`src/pkg/adc_pkg.sv`:
```
// What this block and the devices on its link must do
// RULE1 - strobe rise captures both channels together
// RULE2 - results leave one frame after capture
// RULE3 - two 14-bit two's complement words per frame
// RULE4 - line released two cycles around each word
// RULE5 - master gives 34 serial clocks per frame
// RULE6 - master clocks on until line is released
// RULE7 - strobe is a trigger, not a select
// RULE8 - strobe rate at most about 1.5 MHz
// RULE9 - master disables other bus devices meanwhile
// RULE10 - serial rom only drives in that mode
// RULE11 - one driver on shared input line
// RULE12 - master extracts words by bit position
package adc_pkg;

    // ========================================================================
    // data and frame shape
    localparam int unsigned RESULT_W    = 14;
    localparam int unsigned FRAME_LEN   = 34;
    localparam int unsigned CNT_W       = 6;
    localparam logic [5:0]  A_FIRST     = 6'h02;
    localparam logic [5:0]  A_LAST      = 6'h0F;
    localparam logic [5:0]  B_FIRST     = 6'h12;
    localparam logic [5:0]  B_LAST      = 6'h1F;
    localparam logic [5:0]  FRAME_END   = 6'h22;

    // ========================================================================
    // timing
    localparam int unsigned CLK_KHZ         = 10000;
    localparam int unsigned STROBE_MAX_KHZ  = 1500;
    localparam int unsigned STROBE_MIN_CYC  = CLK_KHZ / STROBE_MAX_KHZ;
    localparam int unsigned GAP_W           = 4;

    // ========================================================================
    // register word indices on the avalon slave
    localparam logic [2:0] REG_CONTROL  = 3'h0;
    localparam logic [2:0] REG_PATTERN  = 3'h1;
    localparam logic [2:0] REG_RESULT   = 3'h2;
    localparam logic [2:0] REG_STATUS   = 3'h3;

    // control fields
    localparam int unsigned CTL_ENABLE_BIT  = 0;
    localparam int unsigned CTL_PATTERN_BIT = 1;
    localparam logic [1:0]  CTL_RESET       = 2'h1;

    // pattern / result fields: channel a low, channel b high
    localparam int unsigned CHB_LSB         = 16;

    // status fields
    localparam int unsigned ST_ACTIVE_BIT   = 0;
    localparam int unsigned ST_DRIVE_BIT    = 1;
    localparam int unsigned ST_CUT_BIT      = 2;
    localparam int unsigned ST_FAST_BIT     = 3;
    localparam int unsigned ST_COUNT_LSB    = 8;

endpackage : adc_pkg

```
`src/rtl/dual_adc_serial_readout.sv`:
```
`timescale 1ns/1ps

module dual_adc_serial_readout (
    input  wire logic        clk_in,
    input  wire logic        rst_b_in,
    // converter core samples
    input  wire logic [13:0] chan_a_sample_in,
    input  wire logic [13:0] chan_b_sample_in,
    // link pins
    input  wire logic        conversion_strobe_in,
    input  wire logic        serial_clock_in,
    output logic             miso_out,
    output logic             miso_oe_out,
    // avalon-mm slave
    input  wire logic [2:0]  avs_address_in,
    input  wire logic        avs_read_in,
    input  wire logic        avs_write_in,
    input  wire logic [31:0] avs_writedata_in,
    input  wire logic [3:0]  avs_byteenable_in,
    output logic [31:0]      avs_readdata_out,
    output logic             avs_waitrequest_out
);

    localparam int unsigned RW = adc_pkg::RESULT_W;

    // ========================================================================
    // reset release
    logic rst_meta_r;
    logic rst_sync_r;

    // release through two flops so every flop leaves reset on the same edge
    always_ff @(posedge clk_in or negedge rst_b_in) begin
        if (!rst_b_in) begin
            rst_meta_r <= 1'b0;
            rst_sync_r <= 1'b0;
        end else begin
            rst_meta_r <= 1'b1;
            rst_sync_r <= rst_meta_r;
        end
    end

    // ========================================================================
    // pin synchronisers and edge detection
    logic [1:0] pins_sync;
    logic       sclk_q_r;
    logic       strobe_q_r;

    sync_stage #(
        .WIDTH (2)
    ) u_pin_sync (
        .clk_in   (clk_in),
        .rst_b_in (rst_sync_r),
        .d_in     ({serial_clock_in, conversion_strobe_in}),
        .q_out    (pins_sync)
    );

    always_ff @(posedge clk_in or negedge rst_sync_r) begin
        if (!rst_sync_r) begin
            sclk_q_r   <= 1'b0;
            strobe_q_r <= 1'b0;
        end else begin
            sclk_q_r   <= pins_sync[1];
            strobe_q_r <= pins_sync[0];
        end
    end

    logic ctl_enable;
    logic ctl_pattern;
    logic strobe_rise;
    logic sclk_fall;

    // the strobe acts on its rising edge only, its level does not frame anything
    assign strobe_rise = pins_sync[0] & ~strobe_q_r & ctl_enable;   // RULE7
    assign sclk_fall   = ~pins_sync[1] & sclk_q_r;

    // ========================================================================
    // registers and state
    logic [1:0]        ctl_r;
    logic [2*RW-1:0]   pattern_r;
    logic [RW-1:0]     hold_a_r;
    logic [RW-1:0]     hold_b_r;
    logic [RW-1:0]     out_a_r;
    logic [RW-1:0]     out_b_r;
    logic [5:0]        cnt_r;
    logic              active_r;
    logic              cut_r;
    logic              fast_r;
    logic [7:0]        frames_r;
    logic [adc_pkg::GAP_W-1:0] gap_r;
    logic              ack_r;

    assign ctl_enable  = ctl_r[adc_pkg::CTL_ENABLE_BIT];
    assign ctl_pattern = ctl_r[adc_pkg::CTL_PATTERN_BIT];

    // ========================================================================
    // avalon decode: one wait state, answer on the second cycle
    logic        req;
    logic        wr_take;
    logic        sel_ctl;
    logic        sel_pat;
    logic        sel_st;
    logic [31:0] wmask;
    logic [31:0] wdata_ctl;
    logic [31:0] wdata_pat;
    logic [31:0] pat_word;
    logic [31:0] rd_mux;
    logic        cut_clr;
    logic        fast_clr;

    assign req     = avs_read_in | avs_write_in;
    assign wr_take = avs_write_in & ack_r;
    assign sel_ctl = avs_address_in == adc_pkg::REG_CONTROL;
    assign sel_pat = avs_address_in == adc_pkg::REG_PATTERN;
    assign sel_st  = avs_address_in == adc_pkg::REG_STATUS;
    assign wmask   = {{8{avs_byteenable_in[3]}}, {8{avs_byteenable_in[2]}},
                      {8{avs_byteenable_in[1]}}, {8{avs_byteenable_in[0]}}};
    assign pat_word  = {2'h0, pattern_r[2*RW-1:RW], 2'h0, pattern_r[RW-1:0]};
    assign wdata_ctl = ({30'h0, ctl_r} & ~wmask) | (avs_writedata_in & wmask);
    assign wdata_pat = (pat_word & ~wmask) | (avs_writedata_in & wmask);
    assign cut_clr   = wr_take & sel_st & wmask[adc_pkg::ST_CUT_BIT]
                       & avs_writedata_in[adc_pkg::ST_CUT_BIT];
    assign fast_clr  = wr_take & sel_st & wmask[adc_pkg::ST_FAST_BIT]
                       & avs_writedata_in[adc_pkg::ST_FAST_BIT];
    assign avs_waitrequest_out = req & ~ack_r;

    always_comb begin
        case (avs_address_in)
            adc_pkg::REG_CONTROL: rd_mux = {30'h0, ctl_r};
            adc_pkg::REG_PATTERN: rd_mux = pat_word;
            adc_pkg::REG_RESULT:  rd_mux = {2'h0, hold_b_r, 2'h0, hold_a_r};
            adc_pkg::REG_STATUS:  rd_mux = {16'h0, frames_r, 4'h0, fast_r, cut_r,
                                            miso_oe_out, active_r};
            default:              rd_mux = 32'h0;   // unmapped words read zero
        endcase
    end

    // bus handshake and software registers
    always_ff @(posedge clk_in or negedge rst_sync_r) begin
        if (!rst_sync_r) begin
            ack_r            <= 1'b0;
            avs_readdata_out <= 32'h0;
            ctl_r            <= adc_pkg::CTL_RESET;
            pattern_r        <= '0;
        end else begin
            ack_r <= req & ~ack_r;
            if (avs_read_in & ~ack_r)
                avs_readdata_out <= rd_mux;
            if (wr_take & sel_ctl)
                ctl_r <= wdata_ctl[1:0];
            if (wr_take & sel_pat)
                pattern_r <= {wdata_pat[adc_pkg::CHB_LSB +: RW], wdata_pat[RW-1:0]};
        end
    end

    // ========================================================================
    // conversion capture and one-sample pipeline
    logic [RW-1:0] src_a;
    logic [RW-1:0] src_b;

    assign src_a = ctl_pattern ? pattern_r[RW-1:0] : chan_a_sample_in;
    assign src_b = ctl_pattern ? pattern_r[2*RW-1:RW] : chan_b_sample_in;

    // both holds load on the same edge; the previous pair moves to the shifter
    always_ff @(posedge clk_in or negedge rst_sync_r) begin
        if (!rst_sync_r) begin
            hold_a_r <= '0;
            hold_b_r <= '0;
            out_a_r  <= '0;
            out_b_r  <= '0;
        end else if (strobe_rise) begin
            hold_a_r <= src_a;      // RULE1
            hold_b_r <= src_b;      // RULE1
            out_a_r  <= hold_a_r;   // RULE2
            out_b_r  <= hold_b_r;   // RULE2
        end
    end

    // ========================================================================
    // frame sequencing on serial clock falling edges
    logic in_a;
    logic in_b;
    logic bit_nxt;
    logic [5:0] idx_a;
    logic [5:0] idx_b;

    assign in_a  = active_r & (cnt_r >= adc_pkg::A_FIRST) & (cnt_r <= adc_pkg::A_LAST);
    assign in_b  = active_r & (cnt_r >= adc_pkg::B_FIRST) & (cnt_r <= adc_pkg::B_LAST);
    assign idx_a = adc_pkg::A_LAST - cnt_r;
    assign idx_b = adc_pkg::B_LAST - cnt_r;
    // msb first; two's complement words go out unchanged
    assign bit_nxt = in_a ? out_a_r[idx_a[3:0]] : (in_b ? out_b_r[idx_b[3:0]] : 1'b0); // RULE3

    // a new strobe restarts the frame; an unfinished one is flagged as cut
    always_ff @(posedge clk_in or negedge rst_sync_r) begin
        if (!rst_sync_r) begin
            cnt_r    <= '0;
            active_r <= 1'b0;
            frames_r <= '0;
        end else if (strobe_rise) begin
            cnt_r    <= '0;
            active_r <= 1'b1;
        end else if (active_r & sclk_fall) begin
            cnt_r <= cnt_r + 6'h01;
            if (cnt_r == adc_pkg::FRAME_END - 6'h01) begin
                active_r <= 1'b0;       // RULE5
                frames_r <= frames_r + 8'h01;
            end
        end
    end

    // data pin is registered; it stays released outside the two word slots
    always_ff @(posedge clk_in or negedge rst_sync_r) begin
        if (!rst_sync_r) begin
            miso_out    <= 1'b0;
            miso_oe_out <= 1'b0;
        end else begin
            miso_out    <= bit_nxt;
            miso_oe_out <= in_a | in_b;     // RULE4
        end
    end

    // ========================================================================
    // sticky diagnostics: set wins over a clear in the same cycle
    localparam int unsigned GW = adc_pkg::GAP_W;
    // minimum strobe spacing in clocks, cut to the gap counter width
    localparam logic [GW-1:0] MIN_GAP = GW'(adc_pkg::STROBE_MIN_CYC);
    localparam logic [GW-1:0] GAP_ONE = GW'(1);

    logic cut_set;
    logic fast_set;

    // a short frame leaves the line held until the master clocks it out or a new strobe restarts the frame
    assign cut_set  = strobe_rise & active_r;                                   // RULE6
    assign fast_set = strobe_rise & (gap_r < MIN_GAP);                          // RULE8

    always_ff @(posedge clk_in or negedge rst_sync_r) begin
        if (!rst_sync_r) begin
            cut_r  <= 1'b0;
            fast_r <= 1'b0;
            gap_r  <= '1;
        end else begin
            cut_r  <= cut_set | (cut_r & ~cut_clr);
            fast_r <= fast_set | (fast_r & ~fast_clr);
            if (strobe_rise)
                gap_r <= '0;
            else if (gap_r != '1)
                gap_r <= gap_r + GAP_ONE;
        end
    end

endmodule : dual_adc_serial_readout

```
`src/rtl/sync_stage.sv`:
```
`timescale 1ns/1ps

// two-flop synchroniser for levels arriving from outside the clock domain
module sync_stage #(
    parameter int unsigned WIDTH = 1
) (
    input  wire logic             clk_in,
    input  wire logic             rst_b_in,
    input  wire logic [WIDTH-1:0] d_in,
    output logic      [WIDTH-1:0] q_out
);

    logic [WIDTH-1:0] meta_r;

    // ========================================================================
    // first stage feeds only the second stage
    always_ff @(posedge clk_in or negedge rst_b_in) begin
        if (!rst_b_in) begin
            meta_r <= '0;
            q_out  <= '0;
        end else begin
            meta_r <= d_in;
            q_out  <= meta_r;
        end
    end

endmodule : sync_stage

```
`config.mk`:
```
export PLATFORM = sky130hd
export DESIGN_NAME = dual_adc_serial_readout
export DESIGN_NICKNAME = d
export VERILOG_FILES = /design/src/pkg/adc_pkg.sv /design/src/rtl/dual_adc_serial_readout.sv /design/src/rtl/sync_stage.sv
export SDC_FILE = /design/constraint.sdc
export NUM_CORES = 1
export LEC_CHECK = 0
export BUFFER_PORTS_ARGS = -buffer_cell sky130_fd_sc_hd__buf_4
export CORE_ASPECT_RATIO = 1.4
export CORE_MARGIN = 4
export CORE_UTILIZATION = 51
export DETAILED_ROUTE_END_ITERATION = 8
export HOLD_SLACK_MARGIN = 0.05
export MAX_ROUTING_LAYER = met4
export PLACE_DENSITY_LB_ADDON = 0.12
export SYNTH_ARGS = -nofsm -noshare
export SYNTH_HDL_FRONTEND = slang
export SYNTH_SLANG_ARGS = --single-unit
```
`constraint.sdc`:
```
create_clock -name clk_in -period 4.45 [get_ports clk_in]
set_input_delay 0.2225 -clock clk_in [delete_from_list [all_inputs] [get_ports clk_in]]
set_output_delay 0.2225 -clock clk_in [all_outputs]
set_load 0.1 [all_outputs]
```
== After elaboration in Yosys (flattened, before gate mapping) ==
Index checks and enable logic that the tools add are counted.
Widths: inputs -> output; s select.

* Bits in registers: 150
* Input bits: 73
* Output and inout bits: 35
* Word-level logic and storage cells: 98

* Add/sub/neg operators: 5
* Order comparisons: 7
* Equality and inequality tests: 5
* Mux-type cells: 16
* Bitwise operators: 37
* Reduce and logical (&&, ||, !) cells: 6

{| class="wikitable"
|+ Operator list
! kind !! count
|-
| $pmux 30 s4 || 1
|-
| $and 30x30->30 || 2
|-
| $not 30->30 || 1
|-
| $or 30x30->30 || 1
|-
| $mux 14 || 2
|-
| $and 1x1->1 || 21
|-
| $mux 6 || 2
|-
| $lt 4x5->1 const B || 2
|-
| $add 8x1->8 const B || 1
|-
| $bmux 1 s4 || 2
|-
| $mux 4 || 2
|-
| $sub 4x4->4 const A || 2
|-
| $mux 1 || 7
|-
| $add 6x1->6 const B || 1
|-
| $eq 3x2->1 const B || 2
|-
| $eq 6x6->1 const B || 1
|-
| $ge 6x2->1 const B || 1
|-
| $ge 6x5->1 const B || 1
|-
| $le 6x4->1 const B || 1
|-
| $le 6x5->1 const B || 1
|-
| $not 1->1 || 6
|-
| $reduce_bool 2->1 || 3
|-
| $add 4x1->4 const B || 1
|-
| $lt 4x3->1 const B || 1
|-
| 8 further kinds || 11
|}

== Logic depth before layout (Yosys ltp) ==
Gate-level depths: netlist of run 1.

* Depth in word-level cells: 7
* Gate-level depth with buffers: 6
* Depth with buffers taken out: 5

== Hierarchy ==
From an unflattened synthesis of run 1, not the netlist that was laid out.

* Cells, all modules: 595
* Area total of the unflattened synthesis: 6,490.0 µm²

{| class="wikitable"
|+ By module, submodules not included
! module !! times used !! cells an instance !! area an instance (µm²) !! sequential area each (µm²)
|-
| dual_adc_serial_readout || 1 || 591 || 6,389.9 || 3,609.7
|-
| sync_stage || 1 || 4 || 100.1 || 100.1
|}

== Worst setup path after synthesis of run 1 ==
No wires, ideal clock.

* Path kind: reg2reg
* Start point: register ack_r
* End point: register ack_r
* Library setup time: 0.267 ns
* Data arrival time: 1.685 ns
* Required time: 4.183 ns
* Path slack: 2.498 ns
* Stages on the path, launching flop included: 2
* Buffers on the path: 0
* Clock period less this slack: 1.952 ns
* Cells stage by stage: dfrtp_1 > nor2_1

* Cells in the longest elaborated chain, start to end: 2

{| class="wikitable"
|+ Ends and longest elaborated chain
! what !! RTL line !! source
|-
| start, declared || dual_adc_serial_readout.sv:90 || <nowiki>logic ack_r;</nowiki>
|-
| start signal, assigned || dual_adc_serial_readout.sv:145 || <nowiki>ack_r <= req & ~ack_r;</nowiki>
|-
| $not 1->1 || -- ||
|-
| $and 1x1->1 || -- ||
|-
| net avs_waitrequest_out || dual_adc_serial_readout.sv:21 || <nowiki>output logic avs_waitrequest_out</nowiki>
|}

The timed path passes the listed nets, and every way through them passes these cells.
A chain may end at the register's enable or synchronous reset.

== Final worst setup path of run 1 ==
* Start point: register cnt_r[0]
* End point: register miso_out

* Cells in the longest elaborated chain, start to end: 5
* Elaborated cells between the ends (all ways): 16
* Classes of those cells: 2 x add/sub; 4 x order compare; 6 x mux; 4 x bitwise

{| class="wikitable"
|+ Ends and longest elaborated chain
! what !! RTL line !! source
|-
| start, declared || dual_adc_serial_readout.sv:84 || <nowiki>logic [5:0] cnt_r;</nowiki>
|-
| start signal, assigned || dual_adc_serial_readout.sv:203 || <nowiki>cnt_r <= cnt_r + 6'h01;</nowiki>
|-
| $sub 4x4->4 / $ge 6x5->1 (equally long branches) || dual_adc_serial_readout.sv:188, dual_adc_serial_readout.sv:189, dual_adc_serial_readout.sv:187 ||
|-
| $bmux 1 s4 / $and 1x1->1 (equally long branches) || dual_adc_serial_readout.sv:191, dual_adc_serial_readout.sv:187 ||
|-
| $mux 1 (not written as such) / $and 1x1->1 (equally long branches) || dual_adc_serial_readout.sv:191, dual_adc_serial_readout.sv:187 ||
|-
| $mux 1 || dual_adc_serial_readout.sv:191 || <nowiki>assign bit_nxt = in_a ? out_a_r[idx_a[3:0]] : (in_b ? out_b_r[idx_b[3:0]] : 1'b0);</nowiki>
|-
| $mux 1 (*) || dual_adc_serial_readout.sv:191 ||
|-
| net bit_nxt || dual_adc_serial_readout.sv:182 || <nowiki>logic bit_nxt;</nowiki>
|-
| end signal, assigned || dual_adc_serial_readout.sv:217 || <nowiki>miso_out <= bit_nxt;</nowiki>
|-
| end, declared || dual_adc_serial_readout.sv:12 || <nowiki>output logic miso_out,</nowiki>
|}

Mark *: on every way through the listed nets, which the timed path passes. The rest lies on a longest branch. The select of a mux whose other input is x is not followed.

==> results of run 1 <==
==> cells by family after synthesis <==
group	after synthesis
and+or+nand+nor	229
DFF	148
AOI/OAI and AO/OA	79
muxes	78
buffers and inverters	35
xor gates and xnor gates	13
adders and majority gates	4
other	2
==> worst min path at each step <==
stage                              startpoint  cells after the start  slack (ns)                   end
after global placement               rst_b_in                      1       0.005  rst_meta_r$_DFF_PN0_
after floorplan                      rst_b_in                      0       -0.07  rst_meta_r$_DFF_PN0_
final                     avs_writedata_in[0]                      2        0.07             flip-flop
after detailed placement             rst_b_in                      1       0.007  rst_meta_r$_DFF_PN0_
after global routing      avs_writedata_in[0]                      2        0.06             flip-flop
after CTS                 avs_writedata_in[0]                      2        0.05             flip-flop
==> per-stage QoR <==
stage	instance area (µm²)	instances	utilization, %
floorplan	6474	589	-
global placement	7338	812	59.31
detailed placement	7338	812	59.31
CTS	8217	874	66.41
global route	8217	874	66.41
finish	8217	874	66.41
==> Yosys cell counts, types with 2 or more instances <==
master | instances | area (µm²)
ha_1 | 4 | 50.05
nand4_1 | 5 | 31.28
nand2_1 | 139 | 521.8
a22oi_1 | 8 | 60.06
buf_2 | 6 | 30.03
dfrtp_1 | 143 | 3578
nand2b_1 | 3 | 18.77
mux2_2 | 30 | 337.8
mux2_1 | 9 | 101.4
mux4_2 | 7 | 157.7
xor2_1 | 7 | 61.31
a211oi_1 | 2 | 15.01
nor2b_1 | 3 | 18.77
nor2_1 | 55 | 206.5
xnor2_1 | 6 | 52.55
nor3_1 | 3 | 15.01
nand2_2 | 2 | 12.51
clkbuf_1 | 25 | 93.84
and3_1 | 3 | 18.77
nand3b_1 | 2 | 15.01
o21ai_0 | 39 | 195.2
dfstp_2 | 5 | 131.4
nand3_1 | 4 | 20.02
mux2i_1 | 31 | 310.3
nand2_4 | 2 | 22.52
a31oi_1 | 2 | 12.51
a221oi_1 | 18 | 157.7
conb_1 | 2 | 7.510
buf_4 | 3 | 22.52
a22o_1 | 4 | 35.03
==> area by class of cell <==
| class | count | area (µm²) | share of cell area (%) |
|---|---|---|---|
| Sequential cell | 148 | 3715 | 45.21 |
| Multi-Input combinational cell | 406 | 2616 | 31.84 |
| Timing Repair Buffer | 137 | 1116 | 13.58 |
| Clock buffer | 19 | 452.9 | 5.512 |
| Tap cell | 150 | 187.7 | 2.284 |
| Clock inverter | 13 | 125.1 | 1.523 |
| Inverter | 1 | 3.754 | 0.04568 |
==> routing by layer <==
metal	wire, µm	up-vias	part of all wire [%]	global-route usage [%]
li1	-	2285	-	-
met5	0	-	0	-
met2	8467	116	55	39.26
met4	208	0	1.4	7.776
met3	729	13	4.7	4.820
met1	5960	2438	39	26.50
==> where the power goes <==
group	switching [W]	leakage [nW]	internal [W]
clock network	0.000578	0.269	0.000805
logic	0.000818	1.80	0.000562
registers	0.000435	1.85	0.00178
==> results.json, run 1 <==
{
  "status": "finished, final reports clean",
  "ys_ff_latch": 148,
  "synth_edf_count": 0,
  "ys_seq_area_share_pct": 57.34,
  "wirelength_um": 15370,
  "yosys.cell_types.count": 46,
  "core_area_mm2": 0.01237,
  "setup_tns_ns": 0,
  "critPathLaunch": "cnt_r[0]$_DFFE_PN0P_",
  "synth_top_family_by_area": "simple AND/OR/NAND/NOR gates",
  "postCtsHoldBufs": 30,
  "slew_violations": 0,
  "r2r_cells": 4,
  "cp.arrival_ns": 2.40,
  "route.vias.total": 4852,
  "finalNetCount": 788,
  "cts_buffer_depth": 2,
  "initial_utilization_pct": 52.30,
  "critical_path_class": "flip-flop to flip-flop",
  "antenna_found_initial": 0,
  "die_h_um": 141.3,
  "portBuffers": 101,
  "drt-initial-drc-count": 254,
  "synth_adder_area_share_pct": 0.7735,
  "synthArstFlopShare_pct": 100.0,
  "worstSkewPairLatency_ns": 0.42,
  "hold_path.class": "input pin to flip-flop",
  "first_global_vias": 5101,
  "n_fill_cell": 963,
  "critPathMaxStageDelay_ns": 0.78,
  "area_delta_synth_final_pct": 27.00,
  "crit_path_start_kind": "flip-flop",
  "synth_ff_type": "dfrtp_1",
  "setup_viol": 0,
  "r2r_slack_ns": 2.34,
  "cts_resized": 0,
  "maxCapViolCount": 0,
  "setup_ws_ns": 2.339,
  "post-route-drc-count": 0,
  "gr-total-overflow": 0,
  "synthCells": 588,
  "final_cell_mix": "dfrtp_1 (141), nand2_1 (139), buf_4 (106), nor2_1 (54), o21ai_0 (39)",
  "final_common_cell": "dfrtp_1",
  "grt_max_degree": 85,
  "synthXorXnorAreaFrac_pct": 1.760,
  "crit_path_end": "miso_out$_DFF_PN0_",
  "fp.dieW_um": 103.2,
  "tightest_slew_ns": 0.9642,
  "rr_startpoint": "cnt_r[0]$_DFFE_PN0P_",
  "whs_ns": 0.06562,
  "fp-row-count": 48,
  "drive_gt1_share_pct": 26.24,
  "pin_count": 108,
  "grtUsageTotal_pct": 22.93,
  "crit_path_cell_trace": "mux4_2 > mux2i_1 > nor4bb_1 > a311o_1",
  "clock.fmax_mhz": 473.7,
  "cts_max_level": 4,
  "yosysWarnings": 0,
  "cts_setup_buffers": 0,
  "hold_violations": 0,
  "synthMuxAreaShare_pct": 14.43,
  "slew_headroom_pct": 35.72,
  "gp_congestion": 0.8270,
  "crit_family": "multiplexers",
  "rr_endpoint": "miso_out$_DFF_PN0_",
  "total_power_w": 0.004978,
  "synth-simple-area-share_pct": 15.20,
  "crit_buf_inv": 0,
  "drt_first_pass_iters": 4,
  "fin_skew_ns": 0.009224,
  "fin_crit_sh_pct": 47.44,
  "end_kind": "flip-flop",
  "fin_crit_ns": 2.111,
  "routed_via_density": 5.551,
  "cts_buffers": 17,
  "synth_area_mm2": 0.006470,
  "required_ns": 4.74,
  "worstSetupPathDepth": 4,
  "rsz0062_at_grt": "false",
  "wire_per_inst_um": 17.58,
  "post_synth.cell_area_avg_um2": 11.00,
  "dp_slack_ns": 1.974,
  "diodes": 0,
  "p_per_area_mw_per_mm2": 605.8,
  "cts.sinks": 148,
  "ir_drop_mv": 0.2677,
  "synth-compound-area-share_pct": 8.064,
  "dieArea_mm2": 0.01458,
  "cts_tree": "done",
  "clkSlewWorstSetupHoldPaths_ns": 0.06,
  "critical_path.max_fanout": 12,
  "grt_pass1_wl_um": 25090,
  "cp_slowest_cell": "dfrtp_1",
  "leakagePower_nw": 3.924,
  "root_buffer": "clkbuf_16",
  "drtAntennaViolNets": 0,
  "place_hpwl_um": 10350
}
Power figures use the tool's default switching activity.
==> inputs of run 2 (changes only) <==
--- a/config.mk
+++ b/config.mk
@@ -8,7 +8,7 @@
 export BUFFER_PORTS_ARGS = -buffer_cell sky130_fd_sc_hd__buf_4
 export CORE_ASPECT_RATIO = 1.4
 export CORE_MARGIN = 4
-export CORE_UTILIZATION = 51
+export CORE_UTILIZATION = 56
 export DETAILED_ROUTE_END_ITERATION = 8
 export HOLD_SLACK_MARGIN = 0.05
 export MAX_ROUTING_LAYER = met4
==> constraint.sdc (replaced) <==
create_clock -name clk_in -period 2.07 [get_ports clk_in]
set_input_delay 0.1035 -clock clk_in [delete_from_list [all_inputs] [get_ports clk_in]]
set_output_delay 0.1035 -clock clk_in [all_outputs]
set_load 0.1 [all_outputs]
==> results.json, run 2 (synthesized netlist as in run 1, its figures left out) <==
{
  "post-route-drc-count": 0,
  "wirelength_um": 16520,
  "hold_violations": 0,
  "power.internal_w": 0.006872,
  "cts.sinks": 148,
  "critPathMaxStageDelay_ns": 0.55,
  "ir_drop_mv": 0.7508,
  "final_common_cell": "dfrtp_1",
  "portBuffers": 101,
  "end_kind": "output port",
  "fin_crit_sh_pct": 94.48,
  "cts_resized": 0,
  "first_global_vias": 5511,
  "place_hpwl_um": 10590,
  "maxCapViolCount": 0,
  "power_frac_comb_pct": 30.4,
  "cp.arrival_ns": 1.85,
  "pin_count": 108,
  "r2r_slack_ns": 0.28,
  "die_h_um": 135.2,
  "drive_gt1_share_pct": 25.69,
  "cts_tree": "done",
  "root_buffer": "clkbuf_16",
  "grt_pass1_wl_um": 27120,
  "fin_skew_ns": 0.006553,
  "fp-row-count": 46,
  "drt_first_pass_iters": 8,
  "cts_buffer_depth": 2,
  "crit_path_start_kind": "input pin",
  "core_area_mm2": 0.01134,
  "antenna_found_initial": 0,
  "clkSlewWorstSetupHoldPaths_ns": 0.06,
  "rr_endpoint": "miso_out$_DFF_PN0_",
  "gp_congestion": 0.8149,
  "dp_slack_ns": 0.2302,
  "required_ns": 1.97,
  "crit_path_end": "avs_waitrequest_out",
  "critical_path_class": "input pin to output port",
  "grtUsageTotal_pct": 26.50,
  "area_delta_synth_final_pct": 32.51,
  "leakagePower_nw": 4.091,
  "rsz0062_at_grt": "false",
  "setup_tns_ns": 0,
  "setup_viol": 0,
  "fp.dieW_um": 98.85,
  "pwr-share-seq_pct": 42.5,
  "hold_path.class": "input pin to flip-flop",
  "worstSetupPathDepth": 6,
  "setup_ws_ns": 0.1143,
  "worstSkewPairLatency_ns": 0.42,
  "r2r_cells": 5,
  "drt-initial-drc-count": 269,
  "finalNetCount": 827,
  "wire_per_inst_um": 18.21,
  "tightest_slew_ns": 1.390,
  "p_sw_share_pct": 36.65,
  "crit_buf_inv": 4,
  "p_clk_share_pct": 27.1,
  "clock.fmax_mhz": 511.3,
  "route.vias.total": 5142,
  "crit_family": "buffers and inverters",
  "status": "finished, final reports clean",
  "fin_crit_ns": 1.956,
  "cp_slowest_cell": "dlygate4sd3_1",
  "rr_startpoint": "cnt_r[0]$_DFFE_PN0P_",
  "cts_setup_buffers": 0,
  "drtAntennaViolNets": 0,
  "stdcell_area_mm2": 0.008573,
  "cts_max_level": 4,
  "routed_via_density": 5.669,
  "cts_buffers": 17,
  "slew_violations": 0,
  "total_power_w": 0.01085,
  "power.switching_w": 0.003975,
  "diodes": 0,
  "crit_path_cell_trace": "dlygate4sd3_1 > buf_4 > nor2_1 > dlygate4sd3_1 > nor2_1 > buf_4",
  "dieArea_mm2": 0.01336,
  "placed_cells": 814,
  "critPathLaunch": "avs_read_in",
  "postCtsHoldBufs": 61,
  "critical_path.max_fanout": 3,
  "placed_area_mm2": 0.007390,
  "gr-total-overflow": 0,
  "grt_max_degree": 88,
  "final_cell_mix": "dfrtp_1 (142), nand2_1 (139), buf_4 (114), dlygate4sd3_1 (61), nor2_1 (54)",
  "fin_cells": 907,
  "initial_utilization_pct": 57.06,
  "slew_headroom_pct": 6.903,
  "p_per_area_mw_per_mm2": 1265
}
[run 2: changes by cell type in the layout (fill, tap and decap cells not counted), sizes merged]
cell,before,now
dlygate4sd3,30,61
buf,107,115
clkbuf,19,21
inv,4,2
clkinv,4,3
clkinvlp,5,6
[run 2: layout make-up]
class	instances	area (µm²)
clock buffers	21	470.5
clock inverters	11	102.6
fillers	743	2765
inverters	1	3.754
multi-input cells	406	2616
flip-flops and latches	148	3714
well taps	144	180.2
repair buffers	176	1486
[run 2: stage by stage]
stage / hold slack (ns) / util [%]
2_1_floorplan: -0.1921 / -
5_1_grt: 0.08562 / 75.61
6_report: 0.05217 / 75.61
4_1_cts: 0.05874 / 75.61
3_5_place_dp: -0.1094 / 65.17
3_3_place_gp: -0.1138 / 65.17
[run 2: power by group through the flow]
stage	logic [W]	clock network (W)	registers [W]
2_1_floorplan	0.00164	0	0.00521
3_3_place_gp	0.00309	0	0.00458
3_5_place_dp	0.00319	0	0.00463
4_1_cts	0.00332	0.00298	0.00460
5_1_grt	0.00358	0.00311	0.00471
6_report	0.00330	0.00294	0.00461
[run 2: tightest hold or removal path: stages]
cell and delay (ns):
buf_4 0.08, mux2i_1 0.07, o21ai_0 0.17
[run 2: how the worst min path moves through the flow]
| stage | startpoint | endpoint | slack (ns) | depth (start not counted) |
|---|---|---|---|---|
| global placement | rst_b_in | rst_meta_r$_DFF_PN0_ | -0.11 | 1 |
| floorplan | rst_b_in | rst_meta_r$_DFF_PN0_ | -0.19 | 0 |
| finish | chan_a_sample_in[13] | hold_a_r[13]$_DFFE_PN0P_ | 0.05 | 3 |
| global route | chan_a_sample_in[13] | hold_a_r[13]$_DFFE_PN0P_ | 0.09 | 3 |
| CTS | chan_a_sample_in[13] | hold_a_r[13]$_DFFE_PN0P_ | 0.06 | 3 |
| detailed placement | rst_b_in | rst_meta_r$_DFF_PN0_ | -0.11 | 1 |
[run 2: routing by layer]
| layer | global-route usage (%) | wire length (µm) | up-vias |
|---|---|---|---|
| met2 | 45.25 | 9015 | 166 |
| met4 | 11.31 | 490 | 0 |
| li1 | - | - | 2352 |
| met1 | 30.50 | 6315 | 2583 |
| met3 | 5.049 | 697 | 41 |
| met5 | - | 0 | - |
